[src/pkg/gfs_consts.svh]
/*
 * Constants for the pin function selector: register addresses, field
 * positions, reset values, function codes and clock generator figures.
 * Assumes inclusion by bare name from the package and the design modules.
 */
`ifndef GFS_CONSTS_SVH
`define GFS_CONSTS_SVH

`define GFS_NUM_PINS 6
`define GFS_NUM_EXC 24
`define GFS_NUM_STROBES 16

`define GFS_ADDR_FUNC0 8'h00
`define GFS_ADDR_FUNC5 8'h14
`define GFS_ADDR_POLARITY 8'h18
`define GFS_ADDR_MASK_A 8'h1c
`define GFS_ADDR_MASK_B 8'h20
`define GFS_ADDR_CLK_FREQ 8'h24
`define GFS_ADDR_RX_THRESH 8'h28
`define GFS_ADDR_INT_STATUS 8'h2c
`define GFS_ADDR_INT_CLEAR 8'h30
`define GFS_ADDR_INT_ENABLE 8'h34

`define GFS_DIR_BIT 7
`define GFS_CODE_MSB 6

`define GFS_RST_FUNC0 8'h00
`define GFS_RST_FUNC1 8'h27
`define GFS_RST_FUNC2 8'h28
`define GFS_RST_FUNC3 8'h29
`define GFS_RST_FUNC4 8'h2a
`define GFS_RST_FUNC5 8'h90
`define GFS_RST_POLARITY 6'h3f
`define GFS_RST_CLK_FREQ 5'h01
`define GFS_RST_RX_THRESH 8'h40

`define GFS_CODE_CLOCK 7'h00
`define GFS_CODE_EXC_FIRST 7'h01
`define GFS_CODE_EXC_LAST 7'h18
`define GFS_CODE_CHAN_A 7'h21
`define GFS_CODE_CHAN_B 7'h22
`define GFS_CODE_NCHAN_A 7'h23
`define GFS_CODE_NCHAN_B 7'h24
`define GFS_CODE_RX_ERR 7'h25
`define GFS_CODE_GEN_ERR 7'h26
`define GFS_CODE_FIFO 7'h27
`define GFS_CODE_FIFOP 7'h28
`define GFS_CODE_STROBE_LAST 7'h0f

`define GFS_CORE_MHZ 7'd40
`define GFS_CLK_MIN_MHZ 5'd1
`define GFS_CLK_MAX_MHZ 5'd16

`endif

[src/pkg/gfs_pkg.sv]
/*
 * Types for the pin function selector: the state records of the top
 * module and of the per-pin edge detector.
 * Assumes the constants header is on the include path.
 */
`include "gfs_consts.svh"

package gfs_pkg;

	typedef logic [7:0] gfs_func_t;

	typedef struct packed {
		gfs_func_t [`GFS_NUM_PINS-1:0] func;
		logic [`GFS_NUM_PINS-1:0] polarity;
		logic [`GFS_NUM_EXC-1:0] mask_a;
		logic [`GFS_NUM_EXC-1:0] mask_b;
		logic [4:0] clk_freq;
		logic [7:0] rx_thresh;
		logic [`GFS_NUM_PINS-1:0] int_status;
		logic [`GFS_NUM_PINS-1:0] int_enable;
		logic [31:0] rd_data;
		logic [`GFS_NUM_PINS-1:0] pin_out;
		logic [`GFS_NUM_PINS-1:0] pin_oe;
		logic [`GFS_NUM_STROBES-1:0] strobes;
		logic irq;
		logic [5:0] nco_acc;
		logic clk_level;
	} gfs_state_s;

	typedef struct packed {
		logic sync1;
		logic sync2;
		logic prev;
		logic [1:0] warm;
		logic pulse;
	} gfs_edge_s;

endpackage

[src/design/gfs_top.sv]
/*
 * Six-pin function selector: each pin either fires a command strobe on an
 * edge or drives a selected internal signal (clock, exception flag,
 * exception channel, receive buffer level).
 * Assumes exception flags and receive buffer status come from logic on
 * core_clk; pin inputs are asynchronous. Registers are reached over a
 * plain strobe port with read data one cycle after the read strobe.
 */
// Our own choices: the strobed register port and the register offsets.
//
// Overview of operation
// - Code 0x00 outputs programmable 1-16MHz clock; as input fires buffer exchange.
// - Input codes 0x01-0x07 fire mask clear/set, rx on, cca sample, ack strobes.
// - Input codes 0x08-0x0F fire tx, flushes, pop, calibrate, radio and oscillator off.
// - Output codes 0x01-0x0C drive the first twelve exception flags in order.
// - Output codes 0x0D-0x18 drive the remaining twelve exception flags in order.
// - Code 0x21 is high when any flag in collection A is active.
// - Code 0x22 is high when any flag in collection B is active.
// - Code 0x23 is high when any active flag lies outside collection A.
// - Code 0x24 is high when any active flag lies outside collection B.
// - Code 0x25 ORs rx underrun, rx overrun, rx frame cut, rx move timeout.
// - Code 0x26 ORs bad address, misuse, bad operand and serial port error.
// - Code 0x27 is high with any byte buffered, low during overflow.
// - Code 0x28 high above threshold, on complete frame, or during overflow.
// - Function register MSB selects input or output direction.
// - Low seven function bits pick the strobe fired by an input edge.
// - Polarity bit picks rising or falling edge; reset selects rising on every pin.
`timescale 1ns/1ps
`include "gfs_consts.svh"

module gfs_top
	import gfs_pkg::*;
(
	input wire logic core_clk,
	input wire logic rst,
	input wire logic [7:0] reg_addr,
	input wire logic [31:0] reg_wdata,
	input wire logic reg_wr,
	input wire logic reg_rd,
	output logic [31:0] reg_rdata,
	input wire logic [`GFS_NUM_PINS-1:0] pin_in,
	output logic [`GFS_NUM_PINS-1:0] pin_out,
	output logic [`GFS_NUM_PINS-1:0] pin_oe,
	input wire logic [`GFS_NUM_EXC-1:0] exc_flags,
	input wire logic [7:0] rx_byte_count,
	input wire logic rx_frame_buffered,
	input wire logic rx_overflow,
	output logic irq,
	output logic strobe_buffer_exchange,
	output logic strobe_rx_mask_clear,
	output logic strobe_rx_mask_set,
	output logic strobe_receive_on,
	output logic strobe_sample_channel_clear,
	output logic strobe_send_acknowledge,
	output logic strobe_ack_with_pending,
	output logic strobe_ack_without_pending,
	output logic strobe_transmit_on,
	output logic strobe_transmit_if_clear,
	output logic strobe_flush_receive_buffer,
	output logic strobe_flush_transmit_buffer,
	output logic strobe_pop_receive_byte,
	output logic strobe_synth_calibrate,
	output logic strobe_radio_off,
	output logic strobe_oscillator_off
);

	////////////////////////////////////////////////////////////////////////////
	// Exception flag positions, bit n is output code n+1

	localparam int EXC_RX_UNDER = 5;
	localparam int EXC_RX_OVER = 6;
	localparam int EXC_MEM_ADDR = 16;
	localparam int EXC_MISUSE = 17;
	localparam int EXC_OPERAND = 18;
	localparam int EXC_SPI = 19;
	localparam int EXC_RX_CUT = 21;
	localparam int EXC_RX_MOVE_TO = 22;

	gfs_state_s q;
	gfs_state_s next_q;

	logic [`GFS_NUM_PINS-1:0] edge_seen;
	logic chan_a;
	logic chan_b;
	logic nchan_a;
	logic nchan_b;
	logic rx_err;
	logic gen_err;
	logic fifo_level;
	logic fifop_level;

	////////////////////////////////////////////////////////////////////////////
	// Edge detectors, one per pin

	genvar gp;
	generate
		for (gp = 0; gp < `GFS_NUM_PINS; gp++) begin : g_edge
			gfs_edge u_edge (
				.core_clk(core_clk),
				.rst(rst),
				.pin_async(pin_in[gp]),
				.rising_sel(q.polarity[gp]),
				.edge_pulse(edge_seen[gp])
			);
		end
	endgenerate

	////////////////////////////////////////////////////////////////////////////
	// Channel and buffer indications

	always_comb begin
		chan_a = |(exc_flags & q.mask_a);
		chan_b = |(exc_flags & q.mask_b);
		nchan_a = |(exc_flags & ~q.mask_a);
		nchan_b = |(exc_flags & ~q.mask_b);
		rx_err = exc_flags[EXC_RX_UNDER] | exc_flags[EXC_RX_OVER]
			| exc_flags[EXC_RX_CUT] | exc_flags[EXC_RX_MOVE_TO];
		gen_err = exc_flags[EXC_MEM_ADDR] | exc_flags[EXC_MISUSE]
			| exc_flags[EXC_OPERAND] | exc_flags[EXC_SPI];
		fifo_level = (rx_byte_count != 8'h00) & ~rx_overflow;
		// Own level indication, independent of the threshold exception flag
		fifop_level = (rx_byte_count > q.rx_thresh) | rx_frame_buffered
			| rx_overflow;
	end

	////////////////////////////////////////////////////////////////////////////
	// Output signal selection for one function code

	function automatic logic out_select(
		input logic [`GFS_CODE_MSB:0] code,
		input logic clk_level,
		input logic [`GFS_NUM_EXC-1:0] flags,
		input logic [7:0] chans
	);
		logic sel;
		logic [6:0] idx;
		sel = 1'b0;
		idx = 7'h00;
		if (code == `GFS_CODE_CLOCK) begin
			sel = clk_level;
		end else if (code >= `GFS_CODE_EXC_FIRST && code <= `GFS_CODE_EXC_LAST) begin
			idx = code - `GFS_CODE_EXC_FIRST;
			sel = flags[idx[4:0]];
		end else begin
			case (code)
				`GFS_CODE_CHAN_A: sel = chans[0];
				`GFS_CODE_CHAN_B: sel = chans[1];
				`GFS_CODE_NCHAN_A: sel = chans[2];
				`GFS_CODE_NCHAN_B: sel = chans[3];
				`GFS_CODE_RX_ERR: sel = chans[4];
				`GFS_CODE_GEN_ERR: sel = chans[5];
				`GFS_CODE_FIFO: sel = chans[6];
				`GFS_CODE_FIFOP: sel = chans[7];
				// Reserved and unsupported codes stay low
				default: sel = 1'b0;
			endcase
		end
		return sel;
	endfunction

	////////////////////////////////////////////////////////////////////////////
	// Next state

	always_comb begin
		logic [6:0] nco_sum;
		logic [7:0] chans;
		logic [`GFS_NUM_PINS-1:0] fired;
		logic [4:0] freq_w;
		logic [2:0] pin_idx;
		logic sel;
		nco_sum = 7'h00;
		chans = 8'h00;
		fired = '0;
		freq_w = 5'h00;
		pin_idx = 3'h0;
		sel = 1'b0;
		next_q = q;

		// Clock generator: accumulate twice the frequency per cycle, toggle on
		// each wrap of the core rate. Exact on average; except at 20MHz/n the edges
		// jitter by one core period, a trade made to reach 16MHz from 40MHz.
		nco_sum = {1'b0, q.nco_acc} + {1'b0, q.clk_freq, 1'b0};
		if (nco_sum >= `GFS_CORE_MHZ) begin
			next_q.nco_acc = 6'(nco_sum - `GFS_CORE_MHZ);
			next_q.clk_level = ~q.clk_level;
		end else begin
			next_q.nco_acc = nco_sum[5:0];
		end

		chans = {fifop_level, fifo_level, gen_err, rx_err, nchan_b, nchan_a, chan_b, chan_a};

		// Pins: direction, outputs, and strobes from input edges
		next_q.strobes = '0;
		for (int p = 0; p < `GFS_NUM_PINS; p++) begin
			if (q.func[p][`GFS_DIR_BIT]) begin
				next_q.pin_oe[p] = 1'b0;
				next_q.pin_out[p] = 1'b0;
				if (edge_seen[p] && q.func[p][`GFS_CODE_MSB:0] <= `GFS_CODE_STROBE_LAST) begin
					// Pins sharing a strobe in one cycle merge into one pulse
					next_q.strobes[q.func[p][3:0]] = 1'b1;
					fired[p] = 1'b1;
				end
			end else begin
				next_q.pin_oe[p] = 1'b1;
				sel = out_select(q.func[p][`GFS_CODE_MSB:0], q.clk_level, exc_flags, chans);
				next_q.pin_out[p] = sel ^ ~q.polarity[p];
			end
		end

		// Register port
		next_q.rd_data = 32'h0000_0000;
		if (reg_wr) begin
			if (reg_addr >= `GFS_ADDR_FUNC0 && reg_addr <= `GFS_ADDR_FUNC5
				&& reg_addr[1:0] == 2'h0) begin
				pin_idx = reg_addr[4:2];
				next_q.func[pin_idx] = reg_wdata[7:0];
			end else begin
				case (reg_addr)
					`GFS_ADDR_POLARITY: next_q.polarity = reg_wdata[`GFS_NUM_PINS-1:0];
					`GFS_ADDR_MASK_A: next_q.mask_a = reg_wdata[`GFS_NUM_EXC-1:0];
					`GFS_ADDR_MASK_B: next_q.mask_b = reg_wdata[`GFS_NUM_EXC-1:0];
					`GFS_ADDR_CLK_FREQ: begin
						freq_w = reg_wdata[4:0];
						if (reg_wdata[31:5] != 27'h0 || freq_w > `GFS_CLK_MAX_MHZ) begin
							freq_w = `GFS_CLK_MAX_MHZ;
						end else if (freq_w < `GFS_CLK_MIN_MHZ) begin
							freq_w = `GFS_CLK_MIN_MHZ;
						end
						next_q.clk_freq = freq_w;
					end
					`GFS_ADDR_RX_THRESH: next_q.rx_thresh = reg_wdata[7:0];
					`GFS_ADDR_INT_CLEAR: begin
						next_q.int_status = q.int_status & ~reg_wdata[`GFS_NUM_PINS-1:0];
					end
					`GFS_ADDR_INT_ENABLE: next_q.int_enable = reg_wdata[`GFS_NUM_PINS-1:0];
					default: begin
					end
				endcase
			end
		end
		if (reg_rd) begin
			if (reg_addr >= `GFS_ADDR_FUNC0 && reg_addr <= `GFS_ADDR_FUNC5
				&& reg_addr[1:0] == 2'h0) begin
				pin_idx = reg_addr[4:2];
				next_q.rd_data = {24'h00_0000, q.func[pin_idx]};
			end else begin
				case (reg_addr)
					`GFS_ADDR_POLARITY: next_q.rd_data = {26'h0, q.polarity};
					`GFS_ADDR_MASK_A: next_q.rd_data = {8'h00, q.mask_a};
					`GFS_ADDR_MASK_B: next_q.rd_data = {8'h00, q.mask_b};
					`GFS_ADDR_CLK_FREQ: next_q.rd_data = {27'h0, q.clk_freq};
					`GFS_ADDR_RX_THRESH: next_q.rd_data = {24'h00_0000, q.rx_thresh};
					`GFS_ADDR_INT_STATUS: next_q.rd_data = {26'h0, q.int_status};
					`GFS_ADDR_INT_ENABLE: next_q.rd_data = {26'h0, q.int_enable};
					default: next_q.rd_data = 32'h0000_0000;
				endcase
			end
		end

		// A strobe in the clearing cycle survives the clear
		next_q.int_status = next_q.int_status | fired;
		next_q.irq = |(next_q.int_status & next_q.int_enable);
	end

	////////////////////////////////////////////////////////////////////////////
	// State register

	always_ff @(posedge core_clk) begin
		if (rst) begin
			q <= '0;
			q.func[0] <= `GFS_RST_FUNC0;
			q.func[1] <= `GFS_RST_FUNC1;
			q.func[2] <= `GFS_RST_FUNC2;
			q.func[3] <= `GFS_RST_FUNC3;
			q.func[4] <= `GFS_RST_FUNC4;
			q.func[5] <= `GFS_RST_FUNC5;
			q.polarity <= `GFS_RST_POLARITY;
			q.clk_freq <= `GFS_RST_CLK_FREQ;
			q.rx_thresh <= `GFS_RST_RX_THRESH;
		end else begin
			q <= next_q;
		end
	end

	////////////////////////////////////////////////////////////////////////////
	// Outputs

	assign reg_rdata = q.rd_data;
	assign pin_out = q.pin_out;
	assign pin_oe = q.pin_oe;
	assign irq = q.irq;
	assign strobe_buffer_exchange = q.strobes[0];
	assign strobe_rx_mask_clear = q.strobes[1];
	assign strobe_rx_mask_set = q.strobes[2];
	assign strobe_receive_on = q.strobes[3];
	assign strobe_sample_channel_clear = q.strobes[4];
	assign strobe_send_acknowledge = q.strobes[5];
	assign strobe_ack_with_pending = q.strobes[6];
	assign strobe_ack_without_pending = q.strobes[7];
	assign strobe_transmit_on = q.strobes[8];
	assign strobe_transmit_if_clear = q.strobes[9];
	assign strobe_flush_receive_buffer = q.strobes[10];
	assign strobe_flush_transmit_buffer = q.strobes[11];
	assign strobe_pop_receive_byte = q.strobes[12];
	assign strobe_synth_calibrate = q.strobes[13];
	assign strobe_radio_off = q.strobes[14];
	assign strobe_oscillator_off = q.strobes[15];

endmodule

[src/design/gfs_edge.sv]
/*
 * Per-pin edge detector: two-flop synchroniser, then a chosen-edge detector
 * giving a one-cycle pulse.
 * Assumes the pin is asynchronous to core_clk and holds each level
 * for at least two core_clk periods.
 */
`timescale 1ns/1ps

module gfs_edge
	import gfs_pkg::*;
(
	input wire logic core_clk,
	input wire logic rst,
	input wire logic pin_async,
	input wire logic rising_sel,
	output logic edge_pulse
);

	gfs_edge_s q;
	gfs_edge_s next_q;

	always_comb begin
		next_q = q;
		next_q.sync1 = pin_async;
		next_q.sync2 = q.sync1;
		next_q.prev = q.sync2;
		// Hold off until prev carries a real pin level, or reset could fake an edge
		if (q.warm != 2'h3) begin
			next_q.warm = q.warm + 2'h1;
		end
		next_q.pulse = 1'b0;
		if (q.warm == 2'h3) begin
			if (rising_sel) begin
				next_q.pulse = q.sync2 & ~q.prev;
			end else begin
				next_q.pulse = ~q.sync2 & q.prev;
			end
		end
	end

	always_ff @(posedge core_clk) begin
		if (rst) begin
			q <= '0;
		end else begin
			q <= next_q;
		end
	end

	assign edge_pulse = q.pulse;

endmodule

[config.mk]
export PLATFORM = sky130hd
export DESIGN_NAME = gfs_top
export DESIGN_NICKNAME = d
export VERILOG_FILES = /design/src/pkg/gfs_pkg.sv /design/src/design/gfs_top.sv /design/src/design/gfs_edge.sv
export VERILOG_INCLUDE_DIRS = /design/src /design/src/pkg
export SDC_FILE = /design/constraint.sdc
export NUM_CORES = 1
export LEC_CHECK = 0
export ABC_AREA = 0
export BUFFER_PORTS_ARGS = -buffer_cell sky130_fd_sc_hd__buf_2
export CORE_ASPECT_RATIO = 0.7
export CORE_MARGIN = 1.5
export CORE_UTILIZATION = 60
export CTS_CLUSTER_SIZE = 24
export DETAILED_ROUTE_END_ITERATION = 7
export GPL_ROUTABILITY_DRIVEN = 0
export PLACE_DENSITY = 0.78
export SYNTH_ARGS = -nofsm -noshare
export SYNTH_HDL_FRONTEND = slang
export SYNTH_SLANG_ARGS = --single-unit
[constraint.sdc]
create_clock -name core_clk -period 3.2 [get_ports core_clk]
set_input_delay 0.32 -clock core_clk [delete_from_list [all_inputs] [get_ports core_clk]]
set_output_delay 0.32 -clock core_clk [all_outputs]
set_load 0.01 [all_outputs]
==> metrics.log <==
[metrics] Leakage Power: roughly 5.5 nW
[metrics] worst clock skew on the final layout: 0.01682 ns
[metrics] horizontal die dimension: approximately 180 microns
[metrics] share of post-route cells with drive strength above 1: roughly 17%
[metrics] leading cell types by count after synthesis: 244 x nand2_1, 222 x dfxtp_1, 117 x a21oi_1
[metrics] type of origin of the critical path: flip-flop
[metrics] capture point of the worst reg-to-reg path: pin_out[4]
[metrics] row cnt: 45
[metrics] proportion of register bits with asynchronous set or reset after synthesis: 0%
[metrics] clock tree from TritonCTS: yes
[metrics] area of the mapped netlist: 13540 sq um
[metrics] required time reported for the critical path endpoint: about 3.7 ns
[metrics] clk sink count: around 220
[metrics] number of levels in the clock H-tree: 1
[metrics] floorplan die height: ~130 microns
[metrics] number of global-route vias before repair: approximately 12000
[metrics] transition time at the pin with the least slew margin: between 1 and 1.5 ns
[metrics] Final Hold Viols: 0
[metrics] Area contributors post-synth: dfxtp_1 33%, mux4_2 8.6%, nand2_1 6.8%, ha_1 4.7%, a21oi_1 4.3%
[metrics] layout overhead on the synthesized area: 9.073%
[metrics] Synth warnings: 0
[metrics] placed instance count: ~1900
[metrics] r2r worst-path depth: 10
[metrics] Hold-fix buffers, CTS: 0
[metrics] most instantiated flip-flop cell in the synthesis netlist: dfxtp_1
[metrics] startpoint of the worst hold path: pin_in[5]
[metrics] violated checks: DRC
[metrics] number of violations of the max-capacitance limit: 0
[metrics] Detail Placement HPWL: around 32000 microns
[metrics] drc violations: 49
[metrics] total routed wirelength: around 45000 microns
[metrics] number of enable flip-flop cells after synthesis: 0
[metrics] Vias/cell: 6.903
[metrics] pre-CTS worst setup slack: 0.2774 ns
[metrics] deepest clock path buffer count: 3
[metrics] total power per unit cell area: 428.9 nW/um^2
[metrics] post-CTS setup-driven buffer insertion count: 0
[metrics] violation count after the first detailed-route iteration: between 2000 and 2500
[metrics] number of register bits inferred by synthesis: between 200 and 250
[metrics] antenna violations before repair: 1
[metrics] Min-Delay Path Class: input port to flip-flop
[metrics] Final ANT Viol Nets: 0
[metrics] largest net degree at the start of global routing: 92
[metrics] sink of the worst hold path: g_edge[5].u_edge.next_q[4]
[metrics] count of vias placed by the detailed router: 13240
[metrics] critical path endpoint category: flip-flop
[metrics] setup violators final: 0
[metrics] TritonRoute pass-1 iters: 8
[metrics] cell type with the highest aggregate area in the netlist: dfxtp_1
[metrics] Final min period: a little under 3 ns
[metrics] count of cells resized by post-cts repair: 0
[metrics] unrepaired setup endpoints after global routing: false
[metrics] Layout Cells excl Fill: around 1900
[metrics] outcome: complete, but fails checks
[metrics] Fmax: 0.3380 GHz
[metrics] I/O Pins: roughly 150
[metrics] Initial Util: between 60 and 70%
[metrics] count of different cell masters after synthesis: 81
[metrics] drt wl/cell: 23.54 microns
[metrics] number of CTS-inserted buffers: 22
[metrics] number of pins with negative max-slew slack in the final report: 0
[metrics] total chip power: 6.335 mW
[metrics] hold path depth: 2
[metrics] global router's overall resource usage: a little under two fifths
[metrics] final total negative setup slack: 0 ns
[metrics] startpoint of the most critical register-to-register path: q[87]
[metrics] Die ar.: around 23000 sq um
[metrics] nets@finish: roughly 1800
[metrics] clock latency on the worst-skew pair: between 0.5 and 0.6 ns
[metrics] Mapped Cells: approximately 1600
[metrics] number of I/O port buffers: roughly 140
[metrics] area of the core: between 20000 and 25000 sq um
[metrics] GRT overflow: 0
[metrics] final setup margin: between 0.2 and 0.25 ns
[metrics] kind of critical path: flip-flop to flip-flop
[metrics] fill cell count: between 1500 and 2000
[metrics] critical path peak fanout: 5
[metrics] data arrival time of the critical path: between 3 and 4 ns
[metrics] most numerous cell in the Yosys netlist: nand2_1
[metrics] total inserted antenna cells: 0
[metrics] Worst R2R Setup Slack: about 0.24 ns
[metrics] Worst IR Drop VDD: 0.0003148 V
[metrics] buffer cell driving the clock tree root: clkbuf_16
[metrics] fin crit share: between 90% and 100%
[metrics] proportion of synthesized chip area in sequential cells: between 30% and 40%
[metrics] worst rel slew slack: about a fifth
[metrics] clock transition at the register clock pins on the worst setup and hold paths after CTS: around 0.07 ns
[metrics] core utilization of the finished layout: 67.44%
[metrics] top cell type's share of synthesized area: about a third
[metrics] mean instance size in the synthesized netlist: 8.501 sq um
[metrics] global-route wire length before repair: just under 70000 microns
[cells by family (layout without fill, tap and decap cells)]
family / Yosys count / in the layout / share of synthesized area (%)
flip-flops: 222 / 222 / 32.82
XOR/XNOR: 24 / 24 / 1.552
buffers and inverters: 224 / 260 / 8.103
AND/OR/NAND/NOR: 598 / 598 / 21.11
AO/OA/AOI/OAI: 369 / 369 / 18.95
adder cells (fa/ha/maj): 52 / 52 / 4.860
other: 1 / 8 / 0.02769
multiplexers: 103 / 103 / 12.58
[cells in the final DEF (no fill, tap or decap), types with 33 or more instances in the layout]
| cell type | synthesis | layout |
|---|---|---|
| nor2b_1 | 45 | 45 |
| a22oi_1 | 67 | 67 |
| nand2_1 | 244 | 244 |
| a21oi_1 | 117 | 117 |
| mux4_2 | 52 | 52 |
| inv_1 | 55 | 55 |
| buf_2 | 22 | 135 |
| nor2_1 | 114 | 114 |
| mux2i_1 | 34 | 34 |
| nor3_1 | 33 | 33 |
| dfxtp_1 | 222 | 222 |
| ha_1 | 51 | 51 |
[worst max-delay path by stage]
stage / start / to / slack [ns] / depth (start not counted)
after floorplan: q[163] / pin_out[2] / 0.61 / 11
after global placement: rx_byte_count[7] / pin_out[0] / 0.34 / 10
after detailed placement: rx_byte_count[7] / pin_out[0] / 0.28 / 10
after CTS: q[87] / pin_out[0] / 0.31 / 10
after global routing: q[87] / pin_out[0] / 0.06 / 10
final: q[87] / pin_out[4] / 0.24 / 10
[metrics by stage]
step	cell area, sq um	hold slack, ns
after floorplan	13570	0.4138
after global placement	13950	0.4165
after detailed placement	13950	0.4239
after CTS	14770	0.006008
after global routing	14770	0.005599
final	14770	0.009166
[sequential cells by signal (all words and copies together) (netlist names), 6 cells and up]
| name | cells |
|---|---|
| g_edge.u_edge.edge_pulse | 6 |
| g_edge.u_edge.next_q | 12 |
| g_edge.u_edge.q | 18 |
| pin_oe | 6 |
| pin_out | 6 |
| q | 133 |
| reg_rdata | 24 |
[final cells by class]
cell class | count | area [sq um] | area share (%)
multi-input cells | 1154 | 8044 | 54.46
flip-flops and latches | 222 | 4444 | 30.09
repair buffers | 159 | 884.6 | 5.989
clock buffers | 28 | 624.3 | 4.227
well taps | 282 | 352.8 | 2.389
inverters | 61 | 229.0 | 1.550
clock inverters | 12 | 191.4 | 1.296
[critical path: stages, from the launching register on]
cell and delay (ns):
dfxtp_1 0.35, inv_1 0.06, ha_1 0.32, nand2_1 0.06
o21ai_1 0.23, mux2i_1 0.15, nor2_1 0.74, a32o_1 0.30
o311ai_2 0.11, a221oi_1 0.36, mux2i_1 0.21
[per-layer routing]
layer	wire [microns]	global-route usage [%]
met1	17350	52.41
met2	17880	52.20
met4	2048	15.61
met3	7833	15.34
met5	46	0
[report_power, final]
group          switching, mW  internal, mW  total, mW
clock network           1.15          1.79       2.94
logic                  0.336         0.210      0.545
registers             0.0313          2.82       2.85
total                   1.52          4.81       6.33
Power figures use the tool's default switching activity.
